## config.mk

```make
export PLATFORM = sky130hd
export DESIGN_NAME = dcr_regs
export DESIGN_NICKNAME = d
export VERILOG_FILES = /design/src/hw/dcr_pkg.sv /design/src/hw/dcr_reg_if.sv /design/src/hw/dcr_pin_sync.sv /design/src/hw/dcr_serial_port.sv /design/src/hw/dcr_regs.sv
export SDC_FILE = /design/constraint.sdc
export NUM_CORES = 1
export LEC_CHECK = 0
export BUFFER_PORTS_ARGS = -buffer_cell sky130_fd_sc_hd__buf_2
export CAP_MARGIN = 10
export CORE_MARGIN = 1
export CORE_UTILIZATION = 62
export DETAILED_ROUTE_END_ITERATION = 10
export HOLD_SLACK_MARGIN = 0.12
export PLACE_DENSITY = 0.83
export SYNTH_ARGS = -nofsm -noshare
export SYNTH_HDL_FRONTEND = slang
export SYNTH_SLANG_ARGS = --single-unit
export TNS_END_PERCENT = 1
```

## constraint.sdc

```tcl
create_clock -name sys_clk_i -period 7.3 [get_ports sys_clk_i]
set_input_delay 0.73 -clock sys_clk_i [delete_from_list [all_inputs] [get_ports sys_clk_i]]
set_output_delay 0.73 -clock sys_clk_i [all_outputs]
set_load 0.02 [all_outputs]
```

## src/hw/dcr_pkg.sv

```systemverilog
// constants for the clock, dac and ram segment register bank
// assumes a serial host port with an 8-bit instruction, msb first
package dcr_pkg;
  // serial instruction layout
  localparam int unsigned ADDR_W   = 5;            // address bits in instruction
  localparam int unsigned DATA_W   = 48;           // widest register
  localparam int unsigned CNT_W    = 7;            // serial bit counter width
  localparam int unsigned READ_POS = 7;            // read flag in instruction
  localparam logic [6:0]  INSTR_BITS  = 7'h08;     // instruction length
  localparam logic [6:0]  NARROW_BITS = 7'h20;     // four byte register
  localparam logic [6:0]  WIDE_BITS   = 7'h30;     // six byte register

  // register addresses
  localparam logic [4:0] CFG_ADDR  = 5'h02;        // clock_pll_config
  localparam logic [4:0] DAC_ADDR  = 5'h03;        // dac_full_scale_control
  localparam logic [4:0] UPD_ADDR  = 5'h04;        // auto_update_interval
  localparam logic [4:0] SEG0_ADDR = 5'h05;        // ram_segment_rise
  localparam logic [4:0] SEG1_ADDR = 5'h06;        // ram_segment_fall

  // implemented bits and reset values
  localparam logic [31:0] CFG_MASK = 32'hc738c1fe;
  localparam logic [31:0] CFG_RST  = 32'h07384000;
  localparam logic [31:0] DAC_MASK = 32'h000000ff;
  localparam logic [31:0] DAC_RST  = 32'h000000ff;
  localparam logic [31:0] UPD_RST  = 32'h0fffffff;
  localparam logic [47:0] SEG_MASK = 48'hffff_ffc0_ffc7;
  localparam logic [47:0] SEG_RST  = 48'h0000_0000_0000;

  // clock_pll_config fields
  localparam int unsigned DRV_HI   = 31;
  localparam int unsigned DRV_LO   = 30;
  localparam int unsigned BAND_HI  = 26;
  localparam int unsigned BAND_LO  = 24;
  localparam int unsigned CP_HI    = 21;
  localparam int unsigned CP_LO    = 19;
  localparam int unsigned DIV_BYP  = 15;
  localparam int unsigned DIV_RSTN = 14;
  localparam int unsigned PLL_EN   = 8;
  localparam int unsigned N_HI     = 7;
  localparam int unsigned N_LO     = 1;
  // dac field
  localparam int unsigned FSC_HI   = 7;
  localparam int unsigned FSC_LO   = 0;
  // segment descriptor fields
  localparam int unsigned RATE_HI  = 47;
  localparam int unsigned RATE_LO  = 32;
  localparam int unsigned END_HI   = 31;
  localparam int unsigned END_LO   = 22;
  localparam int unsigned START_HI = 15;
  localparam int unsigned START_LO = 6;
  localparam int unsigned MODE_HI  = 2;
  localparam int unsigned MODE_LO  = 0;
endpackage : dcr_pkg

```

## src/hw/dcr_reg_if.sv

```systemverilog
// carrier between the serial port engine and the register bank
// assumes one clock; rdata answers addr combinationally
`timescale 1ns/100ps
`default_nettype none
interface dcr_reg_if;
  logic        wr_stb;  // one-cycle write pulse
  logic [4:0]  addr;    // register address
  logic [47:0] wdata;   // write data, low bits for narrow registers
  logic [47:0] rdata;   // read data, zero above register width
  modport port (output wr_stb, output addr, output wdata, input rdata);
  modport bank (input wr_stb, input addr, input wdata, output rdata);
endinterface : dcr_reg_if
`default_nettype wire

```

## src/hw/dcr_pin_sync.sv

```systemverilog
// three-stage synchroniser with agreement filter, one lane per bit
// assumes inputs asynchronous to sys_clk_i
`timescale 1ns/100ps
`default_nettype none
module dcr_pin_sync #(
  parameter int unsigned WIDTH = 1,
  parameter logic [WIDTH-1:0] RST_VAL = '0
) (
  // clock and reset
  input  wire logic             sys_clk_i,
  input  wire logic             rst_n_i,
  // pins in, filtered levels out
  input  wire logic [WIDTH-1:0] pin_i,
  output var  logic [WIDTH-1:0] level_o
);
  genvar g;
  generate
    for (g = 0; g < WIDTH; g++) begin : g_lane
      logic s1, s2, s3; // first stage feeds only the second
      // shift chain; level moves once stages two and three agree
      always_ff @(posedge sys_clk_i or negedge rst_n_i) begin
        if (!rst_n_i) begin
          s1 <= RST_VAL[g];
          s2 <= RST_VAL[g];
          s3 <= RST_VAL[g];
          level_o[g] <= RST_VAL[g];
        end else begin
          s1 <= pin_i[g];
          s2 <= s1;
          s3 <= s2;
          if (s2 == s3) begin
            level_o[g] <= s3;
          end
        end
      end
    end
  endgenerate
endmodule : dcr_pin_sync
`default_nettype wire

```

## src/hw/dcr_serial_port.sv

```systemverilog
// serial host port engine: instruction byte then msb-first data
// assumes sclk, cs_n and sdio already synchronised to sys_clk_i
`timescale 1ns/100ps
`default_nettype none
module dcr_serial_port (
  // clock and reset
  input  wire logic   sys_clk_i,
  input  wire logic   rst_n_i,
  // synchronised pins
  input  wire logic   sclk_i,
  input  wire logic   cs_n_i,
  input  wire logic   sdio_i,
  // data pin drive
  output var  logic   sdio_o,
  output var  logic   sdio_oe_o,
  // register side
  dcr_reg_if.port     reg_if
);
  logic        sclk_q;   // previous sclk level
  logic [6:0]  bit_cnt;  // bits taken in this frame
  logic [7:0]  instr;    // instruction byte
  logic [47:0] shift;    // write data shifter
  logic [47:0] rd_shift; // read data shifter
  logic        load_rd;  // load read shifter next cycle

  // edge and phase decode
  wire       rise    = sclk_i & ~sclk_q & ~cs_n_i;
  wire       fall    = ~sclk_i & sclk_q & ~cs_n_i;
  wire       is_read = instr[dcr_pkg::READ_POS];
  wire       wide    = (reg_if.addr == dcr_pkg::SEG0_ADDR) ||
                       (reg_if.addr == dcr_pkg::SEG1_ADDR);
  wire [6:0] len     = wide ? dcr_pkg::WIDE_BITS : dcr_pkg::NARROW_BITS;
  wire [6:0] frame   = 7'(dcr_pkg::INSTR_BITS + len);
  wire [6:0] pad     = 7'(dcr_pkg::WIDE_BITS - len);
  wire       in_data = (bit_cnt >= dcr_pkg::INSTR_BITS) && (bit_cnt < frame);
  wire       last_wr = rise && !is_read && (bit_cnt == 7'(frame - 7'h01));

  assign reg_if.addr = instr[dcr_pkg::ADDR_W-1:0];

  // frame counter and input shifters
  always_ff @(posedge sys_clk_i or negedge rst_n_i) begin
    if (!rst_n_i) begin
      sclk_q  <= 1'b0;
      bit_cnt <= 7'h00;
      instr   <= 8'h00;
      shift   <= 48'h0;
      load_rd <= 1'b0;
    end else begin
      sclk_q  <= sclk_i;
      load_rd <= rise && (bit_cnt == 7'(dcr_pkg::INSTR_BITS - 7'h01));
      if (cs_n_i) begin
        bit_cnt <= 7'h00; // deselect ends the frame
      end else if (rise && bit_cnt < frame) begin
        bit_cnt <= 7'(bit_cnt + 7'h01);
        if (bit_cnt < dcr_pkg::INSTR_BITS) begin
          instr <= {instr[6:0], sdio_i};
        end else begin
          shift <= {shift[46:0], sdio_i};
        end
      end
    end
  end

  // write strobe after the last data bit
  always_ff @(posedge sys_clk_i or negedge rst_n_i) begin
    if (!rst_n_i) begin
      reg_if.wr_stb <= 1'b0;
      reg_if.wdata  <= 48'h0;
    end else begin
      reg_if.wr_stb <= last_wr;
      if (last_wr) begin
        reg_if.wdata <= {shift[46:0], sdio_i};
      end
    end
  end

  // read data leaves on falling sclk, msb first
  always_ff @(posedge sys_clk_i or negedge rst_n_i) begin
    if (!rst_n_i) begin
      rd_shift  <= 48'h0;
      sdio_o    <= 1'b0;
      sdio_oe_o <= 1'b0;
    end else if (cs_n_i) begin
      sdio_oe_o <= 1'b0;
    end else if (load_rd && is_read) begin
      rd_shift <= reg_if.rdata << pad;
    end else if (fall && is_read) begin
      sdio_oe_o <= in_data;
      if (in_data) begin
        sdio_o   <= rd_shift[47];
        rd_shift <= {rd_shift[46:0], 1'b0};
      end
    end
  end
endmodule : dcr_serial_port
`default_nettype wire

```

## src/hw/dcr_regs.sv

```systemverilog
// clock, dac and ram segment register bank behind the serial port
// assumes the enables of the other control words arrive on sys_clk_i
//
// Contract
// - clock config register at 0x02, four bytes
// - bits 31:30 reference output drive, reset 00
// - bits 26:24 oscillator band, reset 111
// - bits 21:19 charge pump current, reset 111
// - bit 15 divider bypass, reset uses divider
// - bit 14 divider reset, active low, reset 1
// - bit 8 pll enable, reset bypassed
// - bits 7:1 feedback divide modulus, reset 0
// - dac code at 0x03 bits 7:0, reset ff
// - update interval 0x04, four bytes, immediate
// - interval used only with enable; reset 0fffffff
// - segment 0 at 0x05, applied on trigger rise
// - segment 1 at 0x06, applied on trigger fall
// - descriptor bits 47:32 hold step rate
// - descriptor bits 31:22 hold end address
// - descriptor bits 15:6 hold start address
// - descriptor bits 2:0 hold playback mode
`timescale 1ns/100ps
`default_nettype none
module dcr_regs (
  // clock and reset
  input  wire logic        sys_clk_i,
  input  wire logic        rst_n_i,
  // serial host port pins
  input  wire logic        sclk_i,
  input  wire logic        cs_n_i,
  input  wire logic        sdio_i,
  output var  logic        sdio_o,
  output var  logic        sdio_oe_o,
  // update and trigger pins
  input  wire logic        io_update_i,
  input  wire logic        ram_trigger_pin_i,
  // enables from the other control words
  input  wire logic        ram_enable_i,
  input  wire logic        auto_update_enable_i,
  // reference clock and pll controls
  output var  logic [1:0]  ref_out_drive_select_o,
  output var  logic [2:0]  oscillator_band_select_o,
  output var  logic [2:0]  charge_pump_current_o,
  output var  logic        ref_div_bypass_o,
  output var  logic        ref_div_reset_n_o,
  output var  logic        pll_enable_o,
  output var  logic [6:0]  pll_feedback_div_o,
  // dac current
  output var  logic [7:0]  dac_full_scale_code_o,
  // automatic update timer
  output var  logic        auto_update_active_o,
  output var  logic [31:0] auto_update_period_o,
  // applied ram segment
  output var  logic [15:0] ram_step_rate_o,
  output var  logic [9:0]  ram_end_addr_o,
  output var  logic [9:0]  ram_start_addr_o,
  output var  logic [2:0]  ram_playback_mode_o,
  output var  logic        ram_segment_sel_o,
  output var  logic        ram_segment_load_o
);
  dcr_reg_if reg_if ();

  // filtered pin levels
  logic sclk_s;     // serial clock
  logic cs_n_s;     // chip select, active low
  logic sdio_s;     // serial data in
  logic upd_s;      // update pin
  logic trig_s;     // ram trigger pin
  logic upd_q;      // update level one cycle back
  logic trig_q;     // trigger level one cycle back

  // stored registers, buffered copies hold software's view
  logic [31:0] cfg_buf;   // clock config as written
  logic [31:0] cfg_act;   // clock config driving the pll
  logic [31:0] dac_buf;   // dac code as written
  logic [31:0] upd_int;   // update interval, live
  logic [47:0] seg0;      // rise segment
  logic [47:0] seg1;      // fall segment
  logic [47:0] seg_act;   // segment handed to the ram engine

  // raw event pins, named before the synchroniser reads them
  wire trig_s_pin = ram_trigger_pin_i;
  wire upd_pin    = io_update_i;

  // pin synchroniser; cs_n idles high
  dcr_pin_sync #(
    .WIDTH   (5),
    .RST_VAL (5'h02)
  ) u_sync (
    .sys_clk_i (sys_clk_i),
    .rst_n_i   (rst_n_i),
    .pin_i     ({trig_s_pin, upd_pin, sdio_i, cs_n_i, sclk_i}),
    .level_o   ({trig_s, upd_s, sdio_s, cs_n_s, sclk_s})
  );
  // serial engine
  dcr_serial_port u_port (
    .sys_clk_i (sys_clk_i),
    .rst_n_i   (rst_n_i),
    .sclk_i    (sclk_s),
    .cs_n_i    (cs_n_s),
    .sdio_i    (sdio_s),
    .sdio_o    (sdio_o),
    .sdio_oe_o (sdio_oe_o),
    .reg_if    (reg_if.port)
  );

  // write decode
  wire wr_cfg  = reg_if.wr_stb && (reg_if.addr == dcr_pkg::CFG_ADDR);
  wire wr_dac  = reg_if.wr_stb && (reg_if.addr == dcr_pkg::DAC_ADDR);
  wire wr_upd  = reg_if.wr_stb && (reg_if.addr == dcr_pkg::UPD_ADDR);
  wire wr_seg0 = reg_if.wr_stb && (reg_if.addr == dcr_pkg::SEG0_ADDR);
  wire wr_seg1 = reg_if.wr_stb && (reg_if.addr == dcr_pkg::SEG1_ADDR);

  // pin events
  wire upd_rise  = upd_s & ~upd_q;
  wire trig_rise = trig_s & ~trig_q & ram_enable_i;
  wire trig_fall = ~trig_s & trig_q & ram_enable_i;

  // read mux; unmapped addresses read zero
  wire [47:0] rd_cfg  = (reg_if.addr == dcr_pkg::CFG_ADDR)  ? {16'h0, cfg_buf} : 48'h0;
  wire [47:0] rd_dac  = (reg_if.addr == dcr_pkg::DAC_ADDR)  ? {16'h0, dac_buf} : 48'h0;
  wire [47:0] rd_upd  = (reg_if.addr == dcr_pkg::UPD_ADDR)  ? {16'h0, upd_int} : 48'h0;
  wire [47:0] rd_seg0 = (reg_if.addr == dcr_pkg::SEG0_ADDR) ? seg0 : 48'h0;
  wire [47:0] rd_seg1 = (reg_if.addr == dcr_pkg::SEG1_ADDR) ? seg1 : 48'h0;
  assign reg_if.rdata = rd_cfg | rd_dac | rd_upd | rd_seg0 | rd_seg1;

  // edge history for the two event pins
  always_ff @(posedge sys_clk_i or negedge rst_n_i) begin
    if (!rst_n_i) begin
      upd_q  <= 1'b0;
      trig_q <= 1'b0;
    end else begin
      upd_q  <= upd_s;
      trig_q <= trig_s;
    end
  end

  // buffered registers; only implemented bits are kept
  always_ff @(posedge sys_clk_i or negedge rst_n_i) begin
    if (!rst_n_i) begin
      cfg_buf <= dcr_pkg::CFG_RST;
      dac_buf <= dcr_pkg::DAC_RST;
    end else begin
      if (wr_cfg) begin
        cfg_buf <= reg_if.wdata[31:0] & dcr_pkg::CFG_MASK;
      end
      if (wr_dac) begin
        dac_buf <= reg_if.wdata[31:0] & dcr_pkg::DAC_MASK;
      end
    end
  end

  // buffered values reach the hardware at an update edge
  always_ff @(posedge sys_clk_i or negedge rst_n_i) begin
    if (!rst_n_i) begin
      cfg_act               <= dcr_pkg::CFG_RST;
      dac_full_scale_code_o <= dcr_pkg::DAC_RST[dcr_pkg::FSC_HI:dcr_pkg::FSC_LO];
    end else if (upd_rise) begin
      cfg_act               <= cfg_buf;
      dac_full_scale_code_o <= dac_buf[dcr_pkg::FSC_HI:dcr_pkg::FSC_LO];
    end
  end

  // clock config fields straight from the applied flops
  assign ref_out_drive_select_o   = cfg_act[dcr_pkg::DRV_HI:dcr_pkg::DRV_LO];
  assign oscillator_band_select_o = cfg_act[dcr_pkg::BAND_HI:dcr_pkg::BAND_LO];
  assign charge_pump_current_o    = cfg_act[dcr_pkg::CP_HI:dcr_pkg::CP_LO];
  assign ref_div_bypass_o         = cfg_act[dcr_pkg::DIV_BYP];
  assign ref_div_reset_n_o        = cfg_act[dcr_pkg::DIV_RSTN];
  assign pll_enable_o             = cfg_act[dcr_pkg::PLL_EN];
  assign pll_feedback_div_o       = cfg_act[dcr_pkg::N_HI:dcr_pkg::N_LO];

  // update interval, live without an update edge
  always_ff @(posedge sys_clk_i or negedge rst_n_i) begin
    if (!rst_n_i) begin
      upd_int <= dcr_pkg::UPD_RST;
    end else if (wr_upd) begin
      upd_int <= reg_if.wdata[31:0];
    end
  end

  // timer sees the interval every cycle, enabled or not; active follows the enable
  always_ff @(posedge sys_clk_i or negedge rst_n_i) begin
    if (!rst_n_i) begin
      auto_update_active_o <= 1'b0;
      auto_update_period_o <= dcr_pkg::UPD_RST;
    end else begin
      auto_update_active_o <= auto_update_enable_i;
      auto_update_period_o <= upd_int;
    end
  end

  // segment descriptors, stored at once
  always_ff @(posedge sys_clk_i or negedge rst_n_i) begin
    if (!rst_n_i) begin
      seg0 <= dcr_pkg::SEG_RST;
      seg1 <= dcr_pkg::SEG_RST;
    end else begin
      if (wr_seg0) begin
        seg0 <= reg_if.wdata & dcr_pkg::SEG_MASK;
      end
      if (wr_seg1) begin
        seg1 <= reg_if.wdata & dcr_pkg::SEG_MASK;
      end
    end
  end

  // trigger edges pick the descriptor for the ram engine
  always_ff @(posedge sys_clk_i or negedge rst_n_i) begin
    if (!rst_n_i) begin
      seg_act            <= dcr_pkg::SEG_RST;
      ram_segment_sel_o  <= 1'b0;
      ram_segment_load_o <= 1'b0;
    end else begin
      ram_segment_load_o <= trig_rise | trig_fall;
      if (trig_rise) begin
        seg_act           <= seg0;
        ram_segment_sel_o <= 1'b0;
      end else if (trig_fall) begin
        seg_act           <= seg1;
        ram_segment_sel_o <= 1'b1;
      end
    end
  end

  // descriptor fields
  assign ram_step_rate_o     = seg_act[dcr_pkg::RATE_HI:dcr_pkg::RATE_LO];
  assign ram_end_addr_o      = seg_act[dcr_pkg::END_HI:dcr_pkg::END_LO];
  assign ram_start_addr_o    = seg_act[dcr_pkg::START_HI:dcr_pkg::START_LO];
  assign ram_playback_mode_o = seg_act[dcr_pkg::MODE_HI:dcr_pkg::MODE_LO];
endmodule : dcr_regs
`default_nettype wire

```

Yosys cells after proc, flatten, opt, wreduce, memory -nomap -nowiden
Index checks and enable logic that the tools add are counted.
{ "classes": {"n_addsub": 4, "n_mul": 0, "div_mod_pow": 0, "order_cmp": 3, "n_eq_ne": 13, "n_shift": 1, "n_mux": 18, "n_bitwise": 22, "n_reduce_logical": 24} }
{ "ops": {"columns": ["op", "n"], "rows": [
  ["$mux 48", 7],
  ["$mux 32", 2],
  ["$or 32x48->48", 1],
  ["$or 48x48->48", 1],
  ["$shl 48x7->48", 1],
  ["$or 32x32->32", 1],
  ["$or 32x8->32", 1],
  ["$eq 5x3->1 const B", 3],
  ["$mux 7", 2],
  ["$logic_and 1x1->1", 12],
  ["$eq 5x2->1 const B", 2],
  ["$reduce_bool 2->1", 5],
  ["$and 1x1->1", 9],
  ["$reduce_and 3->1", 3],
  ["$mux 8", 1],
  ["$not 1->1", 8],
  ["$add 4x7->7 const A", 1],
  ["$add 7x1->7 const B", 1],
  ["$eq 7x3->1 const B", 1],
  ["$eq 7x7->1", 1],
  ["$ge 7x4->1 const B", 1],
  ["$lt 7x4->1 const B", 1],
  ["$lt 7x7->1", 1],
  ["$sub 6x7->7 const A", 1],
  ["10 further kinds", 18]
]} }
{ "word_totals": {"reg_bits": 430, "latch_bits": 0, "mem_bits_rw": 0, "romBits": 0, "inputBits": 9, "output_inout_bits": 102, "wordCells": 129, "mem_count": 0} }

Logic depth before layout (Yosys ltp)
Gate-level depths: netlist (run 1).
{ "logic_depth": {"ltp_word": 9, "ltp_mapped": 9, "depth_no_buf": 5} }

By module
A second synthesis (run 1) with hierarchy kept.
{ "unflattened": {"cells_unflattened": 1259, "hier_area_um2": 18058.6} }
{ "modules_own_cells": {"columns": ["module", "n_inst", "cells_each", "area_each_um2", "seq_area_each_um2"], "rows": [
  ["dcr_regs", 1, 668, 10074.7, 6063.3],
  ["dcr_serial_port", 1, 566, 7422.1, 4078.9],
  ["dcr_pin_sync", 1, 25, 561.8, 505.5]
]} }

Least setup slack after synthesis (run 1)
Ideal clock, no wire load.
{ "synth_path": {"kind": "register to register", "start": "register u_port.instr[4]", "end": "register u_port.reg_if.wdata[38]", "setup_time_ns": 0.125, "arrival_ns": 2.433, "t_required_ns": 7.175, "setup_slack_ns": 4.742, "path_stages_with_launch": 10, "path_buffers": 4, "synth_period_minus_slack_ns": 2.558, "path_cell_list": "dfrtp_1 > buf_2 > or3b_1 > nor2_1 > xor2_1 > or4_1 > clkbuf_2 > buf_6 > buf_6 > mux2_4"} }
{ "synth_via": {"elab_chain_len": 7, "elab_cells_between_ends": 8, "classes_between": "add/sub: 2; eq/ne: 3; mux: 1; reduce/logical: 2"} }
{ "synth_lines": {"columns": ["item", "line", "source"], "rows": [
  ["from (decl)", "dcr_serial_port.sv:21", "logic [7:0] instr;"],
  ["from (signal assigned)", "dcr_serial_port.sv:56", "instr <= {instr[6:0], sdio_i};"],
  ["$eq 5x3->1, on equally long branches", "dcr_serial_port.sv:30, dcr_serial_port.sv:31", null],
  ["$logic_or 1x1->1 (*)", "dcr_serial_port.sv:30", "wire wide = (reg_if.addr == dcr_pkg::SEG0_ADDR) ||"],
  ["$mux 5 (*)", "dcr_serial_port.sv:32", "wire [6:0] len = wide ? dcr_pkg::WIDE_BITS : dcr_pkg::NARROW_BITS;"],
  ["$add 4x7->7 (*)", "dcr_serial_port.sv:33", "wire [6:0] frame = 7'(dcr_pkg::INSTR_BITS + len);"],
  ["$sub 7x1->7 (*)", "dcr_serial_port.sv:36", "wire last_wr = rise && !is_read && (bit_cnt == 7'(frame - 7'h01));"],
  ["$eq 7x7->1 (*)", "dcr_serial_port.sv:36", null],
  ["$logic_and 1x1->1 (*)", "dcr_serial_port.sv:36", null],
  ["to (signal assigned)", "dcr_serial_port.sv:72", "reg_if.wdata <= {shift[46:0], sdio_i};"],
  ["to (decl)", "dcr_reg_if.sv:10", "modport port (output wr_stb, output addr, output wdata, input rdata);"]
]} }
Every way passes the cells marked *; elsewhere a longest branch is shown, timed or not.
A chain may end at the register's enable or synchronous reset.

Final worst setup path (run 1)
{ "layout_path": {"start": "register u_port.instr[2]", "end": "register upd_int[30]"} }
{ "layout_via": {"elab_chain_len": 2} }
{ "layout_lines": {"columns": ["item", "line", "source"], "rows": [
  ["$eq 5x3->1", "dcr_regs.sv:110", "wire wr_upd = reg_if.wr_stb && (reg_if.addr == dcr_pkg::UPD_ADDR);"],
  ["$logic_and 1x1->1", "dcr_regs.sv:110", null],
  ["to (signal assigned)", "dcr_regs.sv:176", "upd_int <= dcr_pkg::UPD_RST;"],
  ["to (signal assigned)", "dcr_regs.sv:178", "upd_int <= reg_if.wdata[31:0];"],
  ["to (decl)", "dcr_regs.sv:76", "logic [31:0] upd_int;"]
]} }
Every way passes these cells.

==> impl_results.rst, run 1 <==
.. list-table::
   :header-rows: 1

   * - Metric
     - Value
   * - Status
     - finished, final reports clean
   * - Proportion of layout cells with a drive suffix above 1
     - 45.96%
   * - Final hold violations
     - 0
   * - RSZ-0062 raised after global routing
     - false
   * - Global-route wire length before repair
     - 59960 um
   * - Routed wire per std cell
     - 22.32 um
   * - Worst setup EP type
     - flop
   * - Leakage power of the design
     - 9.551 nW
   * - Number of distinct standard cells referenced by the synthesized netlist
     - 66
   * - Effective utilization at floorplan
     - 63.21%
   * - Final Instance Area
     - 19190 um^2
   * - Post-CTS repair timing setup buffer count
     - 0
   * - Arrival @ worst endpoint
     - 3.99 ns
   * - Detail-routed via count per cell
     - 6.191
   * - Leading area contributor after synthesis
     - sky130_fd_sc_hd__dfrtp_1
   * - Flops & latches, synth
     - 421
   * - Count of pins over their slew limit
     - 0
   * - Post-synthesis instance area
     - 17040 um^2
   * - Part of the Yosys area used for sequential elements
     - 62.50%
   * - Share of synthesized registers carrying an async set or reset
     - 100.0%
   * - Vias in the first global route
     - 10510
   * - Highest net fanout along the worst path
     - 31
   * - Full die area
     - 28150 um^2
   * - Synthesized area per cell
     - 14.28 um^2
   * - Post-route DRC
     - 0
   * - Yosys top cell area share
     - 48.62%
   * - Iteration count of the initial detailed-routing pass
     - 7
   * - Post_cts resized
     - 0
   * - Final RePlAce weighted congestion
     - 0.8181
   * - Final setup viols
     - 0
   * - Most frequent cell after synthesis
     - sky130_fd_sc_hd__dfrtp_1
   * - Gate count after technology mapping
     - 1193
   * - Final worst clock skew
     - 0.02175 ns
   * - Count of buffers inserted at the top-level ports
     - 110
   * - HPWL reported at the end of detailed placement
     - 23370 um
   * - Rel. slew slack
     - 24.55%
   * - Total Wirelength
     - 37140 um
   * - CP Class
     - flop to flop
   * - Final Critical Period
     - 3.593 ns
   * - Clock tree root driver cell
     - sky130_fd_sc_hd__clkbuf_16
   * - Required time of the critical path
     - 7.70 ns
   * - Number of top-level design ports
     - 111
   * - GRT overflow
     - 0
   * - Total track usage
     - 27.50%
   * - Antenna fix cells
     - 0
   * - Antenna Nets Post-Route
     - 0
   * - Clock latency on the worst-skew pair
     - 0.53 ns
   * - Cell types with the highest counts after synthesis
     - sky130_fd_sc_hd__dfrtp_1 (331), sky130_fd_sc_hd__mux2_2 (304), sky130_fd_sc_hd__dfstp_2 (90)
   * - DIE WIDTH
     - 167.8 um
   * - Area of the core
     - 26950 um^2
   * - Number of flops mapped to enable cells by yosys
     - 0
   * - CTS tree
     - done
   * - Die height
     - 167.8 um
   * - Vias after detailed routing
     - 10300
   * - Worst min-delay path class
     - primary input to asynchronous set/reset pin
   * - Maximum number of buffers from clock root to sink
     - 3
   * - Final nets
     - 1302
   * - Power density cells
     - 251.4 nW/um^2
   * - # Max-Cap Violations
     - 0
   * - Relative area change from synthesis to final layout
     - 12.66%
   * - Dpl cell area
     - 17840 um^2
   * - Most used flip-flop cell after synthesis
     - sky130_fd_sc_hd__dfrtp_1
   * - Number of warning messages in the yosys log
     - 0
   * - TritonCTS sink count
     - 421
   * - Fmax
     - 278.3 MHz
   * - Total Power
     - 0.004824 W
   * - Top cells by area, synth
     - sky130_fd_sc_hd__dfrtp_1 (49%), sky130_fd_sc_hd__mux2_2 (20%), sky130_fd_sc_hd__dfstp_2 (14%), sky130_fd_sc_hd__mux2i_1 (2.5%), sky130_fd_sc_hd__o21ai_0 (1.6%)
   * - Clock H-tree levels
     - 2
   * - Post-Syn Nets
     - 1204
   * - Number of clock buffers inserted by TritonCTS
     - 41
   * - Row Count
     - 60
   * - Detailed router's first-iteration violation count
     - 806
   * - Clock transition at the register clock pins on the worst setup and hold paths after CTS
     - 0.06 ns
   * - Post-CTS Hold Buffers
     - 0
   * - VDD IR-drop max
     - 174.6 uV
   * - Worst setup SP type
     - flop
   * - Largest net degree at the start of global routing
     - 185
   * - Final cycle utilization of the critical path
     - 49.22%
   * - Setup TNS
     - 0 ns
   * - Worst Tran Pin Value
     - 1.122 ns
   * - Antenna violations before repair
     - 0
[layout by cell type (no fill, tap or decap), drive strengths merged, types with 5 or more instances in the layout]
cell type and instances:
inv 11, dfrtp 331, nor2 33, mux2i 42, mux2 314, a221oi 17
a222oi 7, and3 8, o21ai 55, clkinv 6, clkbuf 65, a21oi 16
a21o 8, a211oi 7, maj3 5, and2 5, dfstp 90, buf 129
nand2 71, a22oi 20, a31oi 12, o22ai 9
[registers in the layout, summed over array words and instances, names as in the netlist, 5 cells and up]
name / flops
u_sync.level_o: 5
dac_full_scale_code_o: 8
dac_buf: 8
seg1: 39
cfg_buf: 18
u_port.rd_shift: 48
u_port.bit_cnt: 7
upd_int: 32
cfg_act: 18
seg_act: 39
u_sync.g_lane.s1: 5
seg0: 39
u_port.shift: 47
auto_update_period_o: 32
u_port.instr: 8
u_sync.g_lane.s2: 5
u_port.reg_if.wdata: 48
u_sync.g_lane.s3: 5
[where the power goes]
part	switching (W)	internal (W)
Combinational	0.000189	0.0000878
Sequential	0.0000727	0.00237
Clock	0.000865	0.00124
Total	0.00113	0.00370
[final cells by class]
| type | instances | area, um^2 |
|---|---|---|
| sequential | 421 | 10650 |
| inverter | 10 | 37.54 |
| fill | 1765 | 7757 |
| timing repair buffer | 129 | 715.7 |
| multi-input combinational | 688 | 6008 |
| tap | 341 | 426.7 |
| clock buffer | 65 | 1237 |
| clock inverter | 10 | 120.1 |
[stage by stage]
step                      utilization (%)  std cells  hold WS [ns]  setup WS [ns]
after floorplan                         -       1193        0.3312          4.742
after global placement              66.18       1589        0.3347          3.877
after detailed placement            66.18       1589        0.3355          3.811
after CTS                           71.22       1664        0.2302          3.759
after global routing                71.22       1664        0.2440          3.568
final                               71.22       1664        0.2070          3.707
[kinds of logic after synthesis]
family / after synthesis / share of synthesized area (%)
flops: 421 / 62.50
fa+ha+maj: 7 / 0.4406
mux: 356 / 23.42
xor+xnor: 3 / 0.1983
compound gates: 178 / 7.190
buf+inv: 84 / 2.313
simple gates: 144 / 3.937
[worst paths after layout]
kind / from / to / slack (ns) / depth (start not counted)
max: u_port.instr[2] / upd_int[30] / 3.71 / 6
min: rst_n_i / ram_segment_load_o / 0.21 / 1
max reg2reg: u_port.instr[2] / upd_int[30] / 3.71 / 6
min reg2reg: u_sync.g_lane[3].s1 / u_sync.g_lane[3].s2 / 0.35 / 0
max in group asynchronous: rst_n_i / cfg_act[1] / 5.65 / 2
min in group sys_clk_i: auto_update_enable_i / auto_update_active_o / 0.30 / 1
[per-layer routing]
layer  track usage [%]  wire length (um)  up-vias
met3             5.082              2481       61
li1                  -                 -     4534
met4             7.260               826        0
met2             43.44             17470      363
met5                 0                 0        -
met1             39.62             16370     5343
[critical path: stages (launching register included)]
cell and delay (ns):
sky130_fd_sc_hd__dfrtp_1 0.81, sky130_fd_sc_hd__nor3b_1 0.27, sky130_fd_sc_hd__buf_4 0.19, sky130_fd_sc_hd__and2_2 0.69, sky130_fd_sc_hd__nand2_1 0.72, sky130_fd_sc_hd__buf_4 0.46, sky130_fd_sc_hd__mux2_2 0.30
No activity file was read; power rests on OpenSTA's default activity.
==> inputs of run 2 (changes only) <==
- CORE_UTILIZATION: 62 -> 54
- PLACE_DENSITY: 0.83 -> 0.77
- clock period: 7.3 -> 3.11 ns (I/O delays scaled with it)
==> run 2 against run 1 <==
  * Non-clock buffer count rose by 26
  * Combinational power rose to 2.9 times the previous value
  * Maximum frequency rose by 33%
  * Clock skew fell by 0.0020 ns
  * Critical path type unchanged
==> impl_results.rst, run 2 (synthesized netlist as in run 1, its figures left out) <==
.. list-table::
   :header-rows: 1

   * - Metric
     - Value
   * - Commonest cells after routing, fill and taps aside
     - sky130_fd_sc_hd__dfrtp_1 (331), sky130_fd_sc_hd__mux2_2 (304), sky130_fd_sc_hd__buf_2 (109)
   * - Post-CTS Hold Buffers
     - 8
   * - Power density cells
     - 591.1 nW/um^2
   * - Worst setup path startpoint
     - u_port.instr[3]
   * - Arrival @ worst endpoint
     - 3.14 ns
   * - Final nets
     - 1330
   * - Vias after detailed routing
     - 10400
   * - Placed cell count
     - 1662
   * - Leakage power of the design
     - 9.747 nW
   * - Detailed router's first-iteration violation count
     - 813
   * - Relative area change from synthesis to final layout
     - 15.24%
   * - Area of the core
     - 30830 um^2
   * - Vias in the first global route
     - 10700
   * - Number of inserted filler cells in the final layout
     - 2200
   * - Share of total power in sequential cells
     - 49.1%
   * - Final cycle utilization of the critical path
     - 87.04%
   * - Rel. slew slack
     - 45.16%
   * - GRT overflow
     - 0
   * - Final hold violations
     - 0
   * - Setup TNS
     - 0 ns
   * - Antenna violations before repair
     - 1
   * - Final worst clock skew
     - 0.01971 ns
   * - Full die area
     - 32260 um^2
   * - Count of pins over their slew limit
     - 0
   * - Clock tree root driver cell
     - sky130_fd_sc_hd__clkbuf_16
   * - Row Count
     - 64
   * - Worst setup SP type
     - flop
   * - CTS tree
     - done
   * - Required time of the critical path
     - 3.54 ns
   * - Critical hold path startpoint
     - u_sync.g_lane[3].s1
   * - Detail-routed via count per cell
     - 5.939
   * - CP Class
     - flop to flop
   * - VDD IR-drop max
     - 402.8 uV
   * - Proportion of layout cells with a drive suffix above 1
     - 46.53%
   * - DIE WIDTH
     - 179.6 um
   * - Final hold slack
     - 0.3490 ns
   * - Count of buffers inserted at the top-level ports
     - 110
   * - Number of top-level design ports
     - 111
   * - Fmax
     - 369.4 MHz
   * - Effective utilization at floorplan
     - 55.26%
   * - Number of clock buffers inserted by TritonCTS
     - 43
   * - P_sw
     - 0.002735 W
   * - TritonCTS sink count
     - 421
   * - Final setup viols
     - 0
   * - Highest net fanout along the worst path
     - 32
   * - Cells on worst reg2reg path
     - 6
   * - RSZ-0062 raised after global routing
     - false
   * - # Max-Cap Violations
     - 0
   * - Final RePlAce weighted congestion
     - 0.8506
   * - HPWL reported at the end of detailed placement
     - 24370 um
   * - Fraction of power spent switching nets
     - 23.57%
   * - Non-filler cells in the finished layout
     - 1751
   * - Final Instance Area
     - 19630 um^2
   * - Global-route wire length before repair
     - 60720 um
   * - Pre-CTS worst setup slack
     - 0.4016 ns
   * - Post-route DRC
     - 0
   * - Clock power frac
     - 44.0%
   * - Status
     - finished, final reports clean
   * - Antenna Nets Post-Route
     - 0
   * - Post_cts resized
     - 0
   * - Worst Tran Pin Value
     - 0.8112 ns
   * - Minimum setup slack in the final design
     - 0.4031 ns
   * - Post-CTS repair timing setup buffer count
     - 0
   * - Iteration count of the initial detailed-routing pass
     - 8
   * - Dpl cell area
     - 18110 um^2
   * - Clock latency on the worst-skew pair
     - 0.55 ns
   * - Most frequent standard cell in the layout excluding fill and tap cells
     - sky130_fd_sc_hd__dfrtp_1
   * - Total Wirelength
     - 37540 um
   * - Routed wire per std cell
     - 21.44 um
   * - Largest net degree at the start of global routing
     - 92
   * - Clock H-tree levels
     - 2
   * - R2R Path Start
     - u_port.instr[3]
   * - Int Power
     - 0.008870 W
   * - WHS Path Cells
     - 0
   * - Final Critical Period
     - 2.707 ns
   * - Worst min-delay path class
     - flop to flop
   * - Maximum number of buffers from clock root to sink
     - 3
   * - Registers with the most flip-flops
     - u_port.rd_shift x48, u_port.reg_if.wdata x48, u_port.shift x47
   * - Clock transition at the register clock pins on the worst setup and hold paths after CTS
     - 0.06 ns
   * - Die height
     - 179.6 um
   * - Share of total power in combinational logic
     - 6.9%
   * - Total track usage
     - 23.85%
   * - Worst setup EP type
     - flop
[run 2: cell types whose count changed in the layout (fill, tap and decap cells not counted), sizes merged]
cell         previous run  this run
buf                   129       147
dlygate4sd3             0         8
clkbuf                 65        69
clkinv                  6         8
bufinv                  2         1
clkinvlp                1         0
diode                   0         1
inv                    11        12
[run 2: power groups by stage]
stage / clock network, W / registers (W) / logic (W)
5_1_grt: 0.00542 / 0.00571 / 0.000862
2_1_floorplan: 0 / 0.00571 / 0.000476
3_3_place_gp: 0 / 0.00578 / 0.000780
6_report: 0.00511 / 0.00570 / 0.000797
4_1_cts: 0.00519 / 0.00569 / 0.000801
3_5_place_dp: 0 / 0.00579 / 0.000790
[run 2: worst max-delay path, stage by stage (launching register included)]
cell and delay, ns:
sky130_fd_sc_hd__dfrtp_1 0.50, sky130_fd_sc_hd__or3b_1 0.46, sky130_fd_sc_hd__nor2_1 0.19, sky130_fd_sc_hd__xor2_1 0.08, sky130_fd_sc_hd__or4_2 0.68, sky130_fd_sc_hd__buf_4 0.32
sky130_fd_sc_hd__mux2_4 0.36
[run 2: final cells by class]
| type | count | area [um^2] | area share [%] |
|---|---|---|---|
| multi-input cells | 688 | 6008 | 30.60 |
| flip-flops and latches | 421 | 10650 | 54.23 |
| repair buffers | 155 | 1006 | 5.124 |
| diodes | 1 | 2.502 | 0.01275 |
| clock inverters | 11 | 108.9 | 0.5545 |
| well taps | 396 | 495.5 | 2.524 |
| clock buffers | 69 | 1326 | 6.755 |
| inverters | 10 | 37.54 | 0.1912 |
[run 2: worst paths after layout]
path                                       endpoint  slack, ns
max                         u_port.reg_if.wdata[38]       0.40
min                             u_sync.g_lane[3].s2       0.35
max reg2reg                 u_port.reg_if.wdata[38]       0.40
min reg2reg                     u_sync.g_lane[3].s2       0.35
max in group asynchronous  auto_update_period_o[21]       1.79
min in group asynchronous      auto_update_active_o       0.37
[run 2: through the flow]
stage | power [W] | util (%)
after floorplan | 0.006185 | -
after global routing | 0.01200 | 63.67
after detailed placement | 0.006579 | 58.76
final | 0.01161 | 63.68
after CTS | 0.01169 | 63.67
after global placement | 0.006557 | 58.76
[run 2: layer usage]
metal  global-route usage, %  share of wire, %  routed length (um)
met4                   6.276               2.0                 743
met1                   35.13                46               17140
met5                       0                 0                   0
met3                   4.092               6.0                2234
met2                   36.91                46               17420
